===== config.mk =====
export PLATFORM = sky130hd
export DESIGN_NAME = sync_serial_mode_options
export DESIGN_NICKNAME = d
export VERILOG_FILES = /design/src/sync_serial_mode_options.v /design/src/sync_serial_shifter.v
export VERILOG_INCLUDE_DIRS = /design/src
export SDC_FILE = /design/constraint.sdc
export NUM_CORES = 1
export LEC_CHECK = 0
export ABC_AREA = 1
export BUFFER_PORTS_ARGS = -buffer_cell sky130_fd_sc_hd__buf_2
export CAP_MARGIN = 20
export CORE_MARGIN = 2
export CORE_UTILIZATION = 55
export CTS_CLUSTER_SIZE = 12
export DETAILED_ROUTE_END_ITERATION = 7
export PLACE_DENSITY_LB_ADDON = 0.15
export SLEW_MARGIN = 20
export SYNTH_ARGS = -nofsm -noshare
export SYNTH_HDL_FRONTEND = slang
export SYNTH_SLANG_ARGS = --single-unit

===== constraint.sdc =====
create_clock -name pclk -period 2.05 [get_ports pclk]
set_input_delay 0.1025 -clock pclk [delete_from_list [all_inputs] [get_ports pclk]]
set_output_delay 0.1025 -clock pclk [all_outputs]
set_load 0.1 [all_outputs]

===== src/sync_serial_regs.vh =====
`ifndef SYNC_SERIAL_REGS_VH
`define SYNC_SERIAL_REGS_VH
// ----------------------------------------------------------------------
// register byte offsets
// ----------------------------------------------------------------------
`define OFF_MODE     12'h000
`define OFF_CTRL     12'h004
`define OFF_BRG      12'h008
`define OFF_TXBUF    12'h00c
`define OFF_RXBUF    12'h010
`define OFF_STATUS   12'h014
`define OFF_INTSTAT  12'h018
`define OFF_INTEN    12'h01c
`define OFF_INTCLR   12'h020
// ----------------------------------------------------------------------
// mode register fields
// ----------------------------------------------------------------------
`define MODE_SYNC     0
`define MODE_EXTCLK   3
`define MODE_OPENDR   1
`define MODE_RTSSEL   2
`define MODE_HSDIS    4
`define MODE_CLKPOL   6
`define MODE_MSB      7
`define MODE_CLKPIN   8
`define MODE_ALTPIN   9
`define MODE_CONTRX   10
`define MODE_DATINV   11
`define MODE_IOINV    12
`define MODE_RXDIR    13
`define MODE_CLKDIR   14
`define MODE_WIDTH    15
// ----------------------------------------------------------------------
// control / status fields
// ----------------------------------------------------------------------
`define CTRL_TXEN     0
`define CTRL_RXEN     2
`define ST_TXFULL     1
`define ST_RXFULL     3
`define ST_BUSY       4
// ----------------------------------------------------------------------
// interrupt bits
// ----------------------------------------------------------------------
`define INT_TXLOAD    0
`define INT_TXDONE    1
`define INT_RX        2
`define INT_OVR       3
`define INT_WIDTH     4
`define FRAME_BITS    4'h8
`endif


===== src/sync_serial_mode_options.v =====
// Functional notes
// a polarity bit picks which clock edge launches and samples data.
// bit order is lsb first when the order bit is 0, msb first when 1.
// with continuous receive on, reading rx buffer re-arms reception.
// two clock pin outputs exist and a select bit picks which is driven; the code drives the second only with MODE_CLKPIN and MODE_ALTPIN both set.
// the pin selection acts only when the internal clock is in use.
// the data logic bit inverts tx data on write and rx data on read.
// the io polarity bit inverts the output pin and the sampled input.
// before a transfer the output pin idles high, or floats if open drain; with the io polarity bit set the code idles it low and driven.
// clock pin drives out on internal clock, is an input on external.
// serial input pin is data input when its direction bit is 0; with rx disabled the code marks it free as port instead.
// handshake pin is cts in, rts out, or plain port by two bits.
// every frame carries exactly eight data bits.
// internal transfer clock is the source clock over 2(n+1).
// reception starts only with rx and tx enabled and tx data loaded.
// overrun overwrites the buffer, flags error, rx request unchanged.
// data is sampled on the edge opposite the launch edge.
// an external clock gives eight cycles per frame and idles between.
//
// The register addresses and register access over APB were decided locally.
`timescale 1ns/1ps
`default_nettype none
`include "sync_serial_regs.vh"
module sync_serial_mode_options (
    input  wire        pclk,               // system clock, 125 MHz
    input  wire        presetn,            // async reset, low
    input  wire        psel,               // apb select
    input  wire        penable,            // apb enable
    input  wire        pwrite,             // apb direction
    input  wire [11:0] paddr,              // apb byte address
    input  wire [31:0] pwdata,             // apb write data
    output reg  [31:0] prdata,             // apb read data
    output reg         pready,             // apb ready
    output reg         pslverr,            // apb error
    input  wire        peripheral_clock_source, // divider tick enable level
    output reg         serial_out_pin_o,   // serial data out
    output reg         serial_out_pin_oe,  // serial data enable
    input  wire        serial_in_pin,      // serial data in
    input  wire        transfer_clock_pin_i,  // clock pin in
    output reg         transfer_clock_pin_o,  // clock pin out
    output reg         transfer_clock_pin_oe, // clock pin enable
    output reg         alt_clock_pin_o,    // second clock pin out
    output reg         alt_clock_pin_oe,   // second clock pin enable
    input  wire        handshake_pin_i,    // cts input
    output reg         handshake_pin_o,    // rts output
    output reg         handshake_pin_oe,   // handshake enable
    output reg         gpio_in_valid,      // rx pin free as port
    output reg         irq                 // level interrupt
);
    // ------------------------------------------------------------------
    // registers
    // ------------------------------------------------------------------
    reg [`MODE_WIDTH-1:0] mode;
    reg [2:0]             ctrl;
    reg [7:0]             brg;
    reg [7:0]             txbuf;
    reg                   txfull;
    reg [7:0]             rxbuf;
    reg                   rxfull;
    reg [`INT_WIDTH-1:0]  int_stat;
    reg [`INT_WIDTH-1:0]  int_en;
    reg                   rx_armed;
    reg                   busy;
    reg                   tclk;
    reg [7:0]             div_cnt;
    reg                   load;
    reg [2:0]             rx_sync;
    reg [2:0]             ck_sync;
    reg [2:0]             cts_sync;
    reg                   ck_stable;
    reg                   rx_stable;
    reg                   cts_stable;
    reg                   ck_prev;
    reg [`INT_WIDTH-1:0]  next_int;
    wire                  tx_bit;
    wire [7:0]            rx_data;
    wire                  done;
    wire                  ext = mode[`MODE_EXTCLK];
    wire                  pol = mode[`MODE_CLKPOL];
    wire                  wr  = psel & penable & pwrite & pready;
    wire                  rd  = psel & penable & ~pwrite & pready;
    wire                  rxbuf_read = rd && paddr == `OFF_RXBUF;
    // ------------------------------------------------------------------
    // pin synchronisers: change accepted when stages two and three agree
    // ------------------------------------------------------------------
    always @(posedge pclk or negedge presetn) begin
        if (!presetn) begin
            rx_sync    <= 3'h7;
            ck_sync    <= 3'h7;
            cts_sync   <= 3'h7;
            rx_stable  <= 1'b1;
            ck_stable  <= 1'b1;
            cts_stable <= 1'b1;
        end else begin
            rx_sync  <= {rx_sync[1:0], serial_in_pin};
            ck_sync  <= {ck_sync[1:0], transfer_clock_pin_i};
            cts_sync <= {cts_sync[1:0], handshake_pin_i};
            if (rx_sync[1] == rx_sync[2])
                rx_stable <= rx_sync[2];
            if (ck_sync[1] == ck_sync[2])
                ck_stable <= ck_sync[2];
            if (cts_sync[1] == cts_sync[2])
                cts_stable <= cts_sync[2];
        end
    end
    // ------------------------------------------------------------------
    // transfer clock generation and edge detection
    // ------------------------------------------------------------------
    // tclk idles at the level given by polarity: high when pol is 0
    wire idle_lvl = ~pol;
    wire cur_clk  = ext ? ck_stable : tclk;
    // leaving idle level launches, returning to it samples
    wire launch   = busy && ck_prev == idle_lvl && cur_clk != idle_lvl;
    wire sample   = busy && ck_prev != idle_lvl && cur_clk == idle_lvl;
    wire cts_ok   = mode[`MODE_HSDIS] | mode[`MODE_RTSSEL] | ~cts_stable;
    wire ck_idle  = ~ext | (ck_stable == idle_lvl);
    wire start    = ~busy & ~load & ctrl[`CTRL_TXEN] & txfull & cts_ok &
                    ck_idle & mode[`MODE_SYNC];
    always @(posedge pclk or negedge presetn) begin
        if (!presetn) begin
            tclk    <= 1'b1;
            div_cnt <= 8'h00;
            ck_prev <= 1'b1;
        end else begin
            ck_prev <= cur_clk;
            if (!busy || ext) begin
                tclk    <= idle_lvl;
                div_cnt <= 8'h00;
            end else if (peripheral_clock_source) begin
                // half period is n+1 source ticks
                if (div_cnt == brg) begin
                    div_cnt <= 8'h00;
                    tclk    <= ~tclk;
                end else begin
                    div_cnt <= div_cnt + 8'h01;
                end
            end
        end
    end
    // ------------------------------------------------------------------
    // shift engine
    // ------------------------------------------------------------------
    sync_serial_shifter u_shift (
        .pclk      (pclk),
        .presetn   (presetn),
        .load      (load),
        .load_data (txbuf),
        .msb_first (mode[`MODE_MSB]),
        .launch    (launch),
        .sample    (sample),
        .rx_bit    (rx_stable ^ mode[`MODE_IOINV]),
        .tx_bit    (tx_bit),
        .rx_data   (rx_data),
        .done      (done)
    );
    // ------------------------------------------------------------------
    // apb slave, buffers, flags
    // ------------------------------------------------------------------
    always @* begin
        next_int = int_stat;
        if (wr && paddr == `OFF_INTCLR)
            next_int = int_stat & ~pwdata[`INT_WIDTH-1:0];
        // hardware set wins over software clear
        if (load)
            next_int[`INT_TXLOAD] = 1'b1;
        if (done) begin
            next_int[`INT_TXDONE] = 1'b1;
            if (rx_armed && rxfull && !rxbuf_read)
                next_int[`INT_OVR] = 1'b1;
            else if (rx_armed)
                next_int[`INT_RX] = 1'b1;
        end
    end
    always @(posedge pclk or negedge presetn) begin
        if (!presetn) begin
            mode     <= {`MODE_WIDTH{1'b0}};
            ctrl     <= 3'h0;
            brg      <= 8'h00;
            txbuf    <= 8'h00;
            txfull   <= 1'b0;
            rxbuf    <= 8'h00;
            rxfull   <= 1'b0;
            int_stat <= {`INT_WIDTH{1'b0}};
            int_en   <= {`INT_WIDTH{1'b0}};
            rx_armed <= 1'b0;
            busy     <= 1'b0;
            load     <= 1'b0;
            pready   <= 1'b0;
            pslverr  <= 1'b0;
            prdata   <= 32'h00000000;
        end else begin
            int_stat <= next_int;
            load     <= start;
            pready   <= psel & ~penable;
            pslverr  <= 1'b0;
            if (start) begin
                busy   <= 1'b1;
                txfull <= 1'b0;

                if (ctrl[`CTRL_RXEN])
                    rx_armed <= 1'b1;
            end
            if (done) begin
                busy   <= 1'b0;
                if (rx_armed) begin
                    rxbuf  <= rx_data;
                    rxfull <= 1'b1;
                    if (!mode[`MODE_CONTRX])
                        rx_armed <= 1'b0;
                end
            end
            if (psel && !penable && !pwrite) begin
                case (paddr)
                `OFF_MODE:    prdata <= {17'h00000, mode};
                `OFF_CTRL:    prdata <= {29'h0, ctrl};
                `OFF_BRG:     prdata <= {24'h0, brg};

                `OFF_RXBUF:   prdata <= {24'h0, rxbuf ^
                                 {8{mode[`MODE_DATINV]}}};
                `OFF_STATUS:  prdata <= {27'h0, busy, rxfull, 1'b0,
                                 txfull, rx_armed};
                `OFF_INTSTAT: prdata <= {28'h0, int_stat};
                `OFF_INTEN:   prdata <= {28'h0, int_en};
                default:      prdata <= 32'h00000000;
                endcase
            end
            if (rxbuf_read) begin
                rxfull <= 1'b0;
                if (mode[`MODE_CONTRX])
                    rx_armed <= ctrl[`CTRL_RXEN];
            end
            if (wr) begin
                case (paddr)
                `OFF_MODE:   mode  <= pwdata[`MODE_WIDTH-1:0];
                `OFF_CTRL:   ctrl  <= pwdata[2:0];
                `OFF_BRG:    brg   <= pwdata[7:0];
                `OFF_TXBUF: begin

                    txbuf  <= pwdata[7:0] ^ {8{mode[`MODE_DATINV]}};
                    txfull <= 1'b1;
                end
                `OFF_INTEN:  int_en <= pwdata[`INT_WIDTH-1:0];
                default: ;
                endcase
            end
        end
    end
    // ------------------------------------------------------------------
    // pin drivers
    // ------------------------------------------------------------------
    always @(posedge pclk or negedge presetn) begin
        if (!presetn) begin
            serial_out_pin_o      <= 1'b1;
            serial_out_pin_oe     <= 1'b0;
            transfer_clock_pin_o  <= 1'b1;
            transfer_clock_pin_oe <= 1'b0;
            alt_clock_pin_o       <= 1'b1;
            alt_clock_pin_oe      <= 1'b0;
            handshake_pin_o       <= 1'b1;
            handshake_pin_oe      <= 1'b0;
            gpio_in_valid         <= 1'b0;
            irq                   <= 1'b0;
        end else begin
            irq <= |(int_stat & int_en);
            // idle high, or low with io polarity set; open drain releases only a high line
            serial_out_pin_o  <= (busy ? tx_bit : 1'b1) ^ mode[`MODE_IOINV];
            serial_out_pin_oe <= mode[`MODE_SYNC] &
                (~mode[`MODE_OPENDR] |
                 ~((busy ? tx_bit : 1'b1) ^ mode[`MODE_IOINV]));
            transfer_clock_pin_o <= tclk;
            alt_clock_pin_o      <= tclk;

            transfer_clock_pin_oe <= mode[`MODE_SYNC] & ~ext &
                ~(mode[`MODE_CLKPIN] & mode[`MODE_ALTPIN]);
            alt_clock_pin_oe <= mode[`MODE_SYNC] & ~ext &
                mode[`MODE_CLKPIN] & mode[`MODE_ALTPIN];

            handshake_pin_o  <= ~(ctrl[`CTRL_RXEN] & ~rxfull);
            handshake_pin_oe <= ~mode[`MODE_HSDIS] & mode[`MODE_RTSSEL];

            gpio_in_valid <= ~mode[`MODE_RXDIR] & ~ctrl[`CTRL_RXEN];
        end
    end
endmodule
`default_nettype wire


===== src/sync_serial_shifter.v =====
`timescale 1ns/1ps
`default_nettype none
`include "sync_serial_regs.vh"
// 8-bit shift engine; one bit per event pulse
module sync_serial_shifter (
    input  wire       pclk,       // system clock
    input  wire       presetn,    // async reset, low
    input  wire       load,       // load new frame
    input  wire [7:0] load_data,  // frame to send
    input  wire       msb_first,  // bit order
    input  wire       launch,     // transmit edge pulse
    input  wire       sample,     // receive edge pulse
    input  wire       rx_bit,     // sampled data bit
    output reg        tx_bit,     // current output bit
    output reg  [7:0] rx_data,    // gathered frame
    output reg        done        // one-cycle frame end pulse
);
    reg [7:0] txsh;
    reg [3:0] count;
    always @(posedge pclk or negedge presetn) begin
        if (!presetn) begin
            txsh    <= 8'h00;
            count   <= 4'h0;
            tx_bit  <= 1'b1;
            rx_data <= 8'h00;
            done    <= 1'b0;
        end else begin
            done <= 1'b0;
            if (load) begin
                txsh   <= load_data;
                count  <= 4'h0;
                tx_bit <= 1'b1;
            end else begin
                if (launch) begin

                    tx_bit <= msb_first ? txsh[7] : txsh[0];
                    txsh   <= msb_first ? {txsh[6:0], 1'b0}
                                        : {1'b0, txsh[7:1]};
                end
                if (sample) begin

                    rx_data <= msb_first ? {rx_data[6:0], rx_bit}
                                         : {rx_bit, rx_data[7:1]};
                    count   <= count + 4'h1;
                    if (count == `FRAME_BITS - 4'h1)
                        done <= 1'b1;
                end
            end
        end
    end
endmodule
`default_nettype wire


==> reports/results.tsv <==
stage	metric	value	unit
job	maxCapViolCount	0	
detailed_routing	drtPass1Iterations	5	
clock_tree	cts_buffers	17	
floorplan	die_y	108	um
global_route	grt_pass1_wl	23700	um
pwr	p_comb_share	15.5	%
global_route	grt_pass1_vias	4836	
timing	max_freq	0.599	GHz
clock_tree	clock_latency	0.53	ns
finish	diodes	0	
hold_path	min_to	rxfull	
critical_path	critPathCaptureType	register	
synthesis	ys_seq_elements	124	
pwr	p_sw	2.04	mW
hold_path	hold_path_startpoint	pwrite	
hold_path	whs_path_depth	5	
global_route	grt_util_all_layers	26.6	%
placed_design	hpwl	9910	um
floorplan	core.rowCount	38	
pwr	intPower	5.03	mW
synthesis	yosys-top-cells-area	dfrtp_1, nand2_1, dfstp_2	
pwr	seqPwrFrac	40.4	%
clock_tree	root_buffer	clkbuf_8	
detailed_routing	wl_per_cell	15.1	um
synthesis	synth.distinct_cells	43	
timing	worst_slew_pin_slew	0.649	ns
timing	final_max_slew_viol_count	0	
floorplan	start_util	55.9	%
finish	drive_gt1_share	17.4	%
timing	hold-worst-slack	0.0103	ns
pwr	powerDensity	981	nW/um^2
synthesis	ys_async_sr_fraction	100	%
timing	fin_crit_sh	81.5	%
global_route	grt_start_max_net_pins	73	
timing	slew_headroom	56.4	%
detailed_routing	vias	4948	
synthesis	synthesis.area	5980	sq um
finish	nFillCells	915	
timing	fin_crit	1.67	ns
synthesis	ys_top_cells_by_count	nand2_1, dfrtp_1, o21ai_0	
synthesis	synth_top_cell_area_share	44.4	%
outcome	run_status	finished, final reports clean	
synthesis	synth.most_common_cell	nand2_1	
pwr	leakage	3.52	nW
critical_path	r2r-end	u_shift.count[0]	
timing	setup_violations	0	
clock_tree	path_clk_slew	0.06	ns
synthesis	synth_largest_area_cell	dfrtp_1	
timing	skew	0.00993	ns
finish	finish.net_count	843	
pwr	ir_drop	0.798	mV
detailed_routing	viasPerCell	5.26	
critical_path	worstPathRequired	2.51	ns
synthesis	ys_seq_area_share	52.3	%
pwr	swShare	28.9	%
global_route	gr-total-overflow	0	
pwr	clkPwrFrac	44.2	%
detailed_routing	drt_iter0_drc	428	
finish	syn2layout_area_growth	20.7	%
floorplan	die_w	108	um
floorplan	die_area	11700	sq um
hold_path	min_path_type	in -> reg	
global_route	grt_antenna_before_repair	0	
clock_tree	tritoncts	built	
synthesis	synthCells	696	
critical_path	path_max_fanout	19	
clock_tree	cts.sinks	124	
critical_path	rr_worst_depth	8	
timing	grt_setup_unrepaired	no	
floorplan	io-pin-count	97	
critical_path	r2r_slack	0.38	ns
synthesis	synth-edff-count	0	
timing	setup_tns	0	ns
critical_path	start_kind	register	
synthesis	synth_ff_type	dfrtp_1	
timing	hold_viol	0	
detailed_routing	drc	0	
critical_path	cp_data_arrival_time	2.13	ns
floorplan	core_area	10700	sq um
detailed_routing	wirelength	14200	um
clock_tree	cts_buffer_depth	2	
critical_path	worstSetupPathType	reg -> reg	
critical_path	timing.rr.start	mode[3]	
clock_tree	htree_levels	4	
detailed_routing	ant_nets	0	
synthesis	yosys_warnings	0	
placed_design	numPortBuffers	61	
placed_design	place_congestion	0.878	
synthesis	syn_area_per_cell	8.59	sq um
==> placed cells by master (no fill, tap or decap), types with 15 or more instances in the layout <==
cell type,count
buf_2,60
clkbuf_16,16
conb_1,18
dfrtp_1,106
dfstp_2,18
dlygate4sd3_1,23
inv_1,73
nand2_1,191
nand3_1,42
nor2_1,42
o21ai_0,88
xnor2_1,15
==> repair_timing <==
| action | in CTS | in global routing |
|---|---|---|
| hold endpoints to repair | 170 | 0 |
| resized for setup | 0 | 0 |
| hold buffers | 23 | 0 |
| setup buffers | 0 | 0 |
==> worst max-delay path, stage by stage, from the launching register on <==
cell and delay, ns:
dfrtp_1 0.46, inv_1 0.14, nand2_1 0.08, nand2_2 0.12, xor2_4 0.22, nand2_4 0.12, nor2_8 0.22, inv_1 0.09
o21ai_1 0.13
==> stage by stage <==
stage,worst slack [ns],utilization (%),cell area (sq um),total power [mW],instances
floorplan,0.0759,-,6040,3.70,713
global placement,0.450,59.5,6370,3.90,886
detailed placement,0.391,59.5,6370,3.95,886
CTS,0.377,67.4,7210,7.10,941
global route,0.208,67.4,7210,7.34,941
finish,0.379,67.4,7210,7.07,941
==> metal layers <==
layer | GRT usage [%] | part of all wire, % | vias to the layer above
met5 | 0 | 0 | -
met1 | 35.6 | 43 | 2388
met4 | 6.78 | 1.4 | 0
met3 | 7.05 | 5.6 | 26
li1 | - | - | 2393
met2 | 43.3 | 50 | 141
==> power groups by stage <==
stage,clock [mW],sequential [mW],combinational [mW]
after floorplan,0,3.08,0.625
after global placement,0,2.88,1.02
after detailed placement,0,2.89,1.06
after CTS,3.14,2.85,1.10
after global routing,3.27,2.88,1.20
final,3.12,2.86,1.09
==> worst max-delay path by stage <==
stage,from,to,slack [ns],depth (start not counted)
after global routing,pready,txbuf[7],0.21,6
after global placement,mode[3],u_shift.done,0.45,8
final,mode[3],u_shift.count[0],0.38,8
after CTS,mode[3],u_shift.count[0],0.38,8
after detailed placement,paddr[1],mode[9],0.39,8
after floorplan,pready,txbuf[7],0.08,8
==> kinds of logic (layout without fill, tap and decap cells) <==
family | after synthesis | after routing | share of synthesized area, %
and+or+nand+nor | 308 | 308 | 22.4
xor gates and xnor gates | 26 | 26 | 4.12
DFF | 124 | 124 | 52.3
adders and majority gates | 5 | 5 | 0.921
AOI/OAI and AO/OA | 117 | 117 | 10.9
other | 1 | 18 | 0.0627
muxes | 1 | 1 | 0.167
buffers and inverters | 114 | 202 | 9.13
==> state kept, by name (all words and copies together), names as in the netlist, 4 cells and up <==
register,count
brg,8
int_stat,4
mode,15
prdata,15
u_shift.txsh,8
txbuf,8
u_shift.rx_data,8
rxbuf,8
div_cnt,8
u_shift.count,4
int_en,4
==> layout make-up <==
class	instances	area (sq um)	share of cell area, %
clock buffers	21	449	6.23
clock inverters	11	168	2.32
inverters	75	282	3.90
multi-input cells	475	2370	32.8
flip-flops and latches	124	3130	43.3
well taps	140	175	2.43
repair buffers	95	646	8.95
No activity file was read; power rests on OpenSTA's default activity.
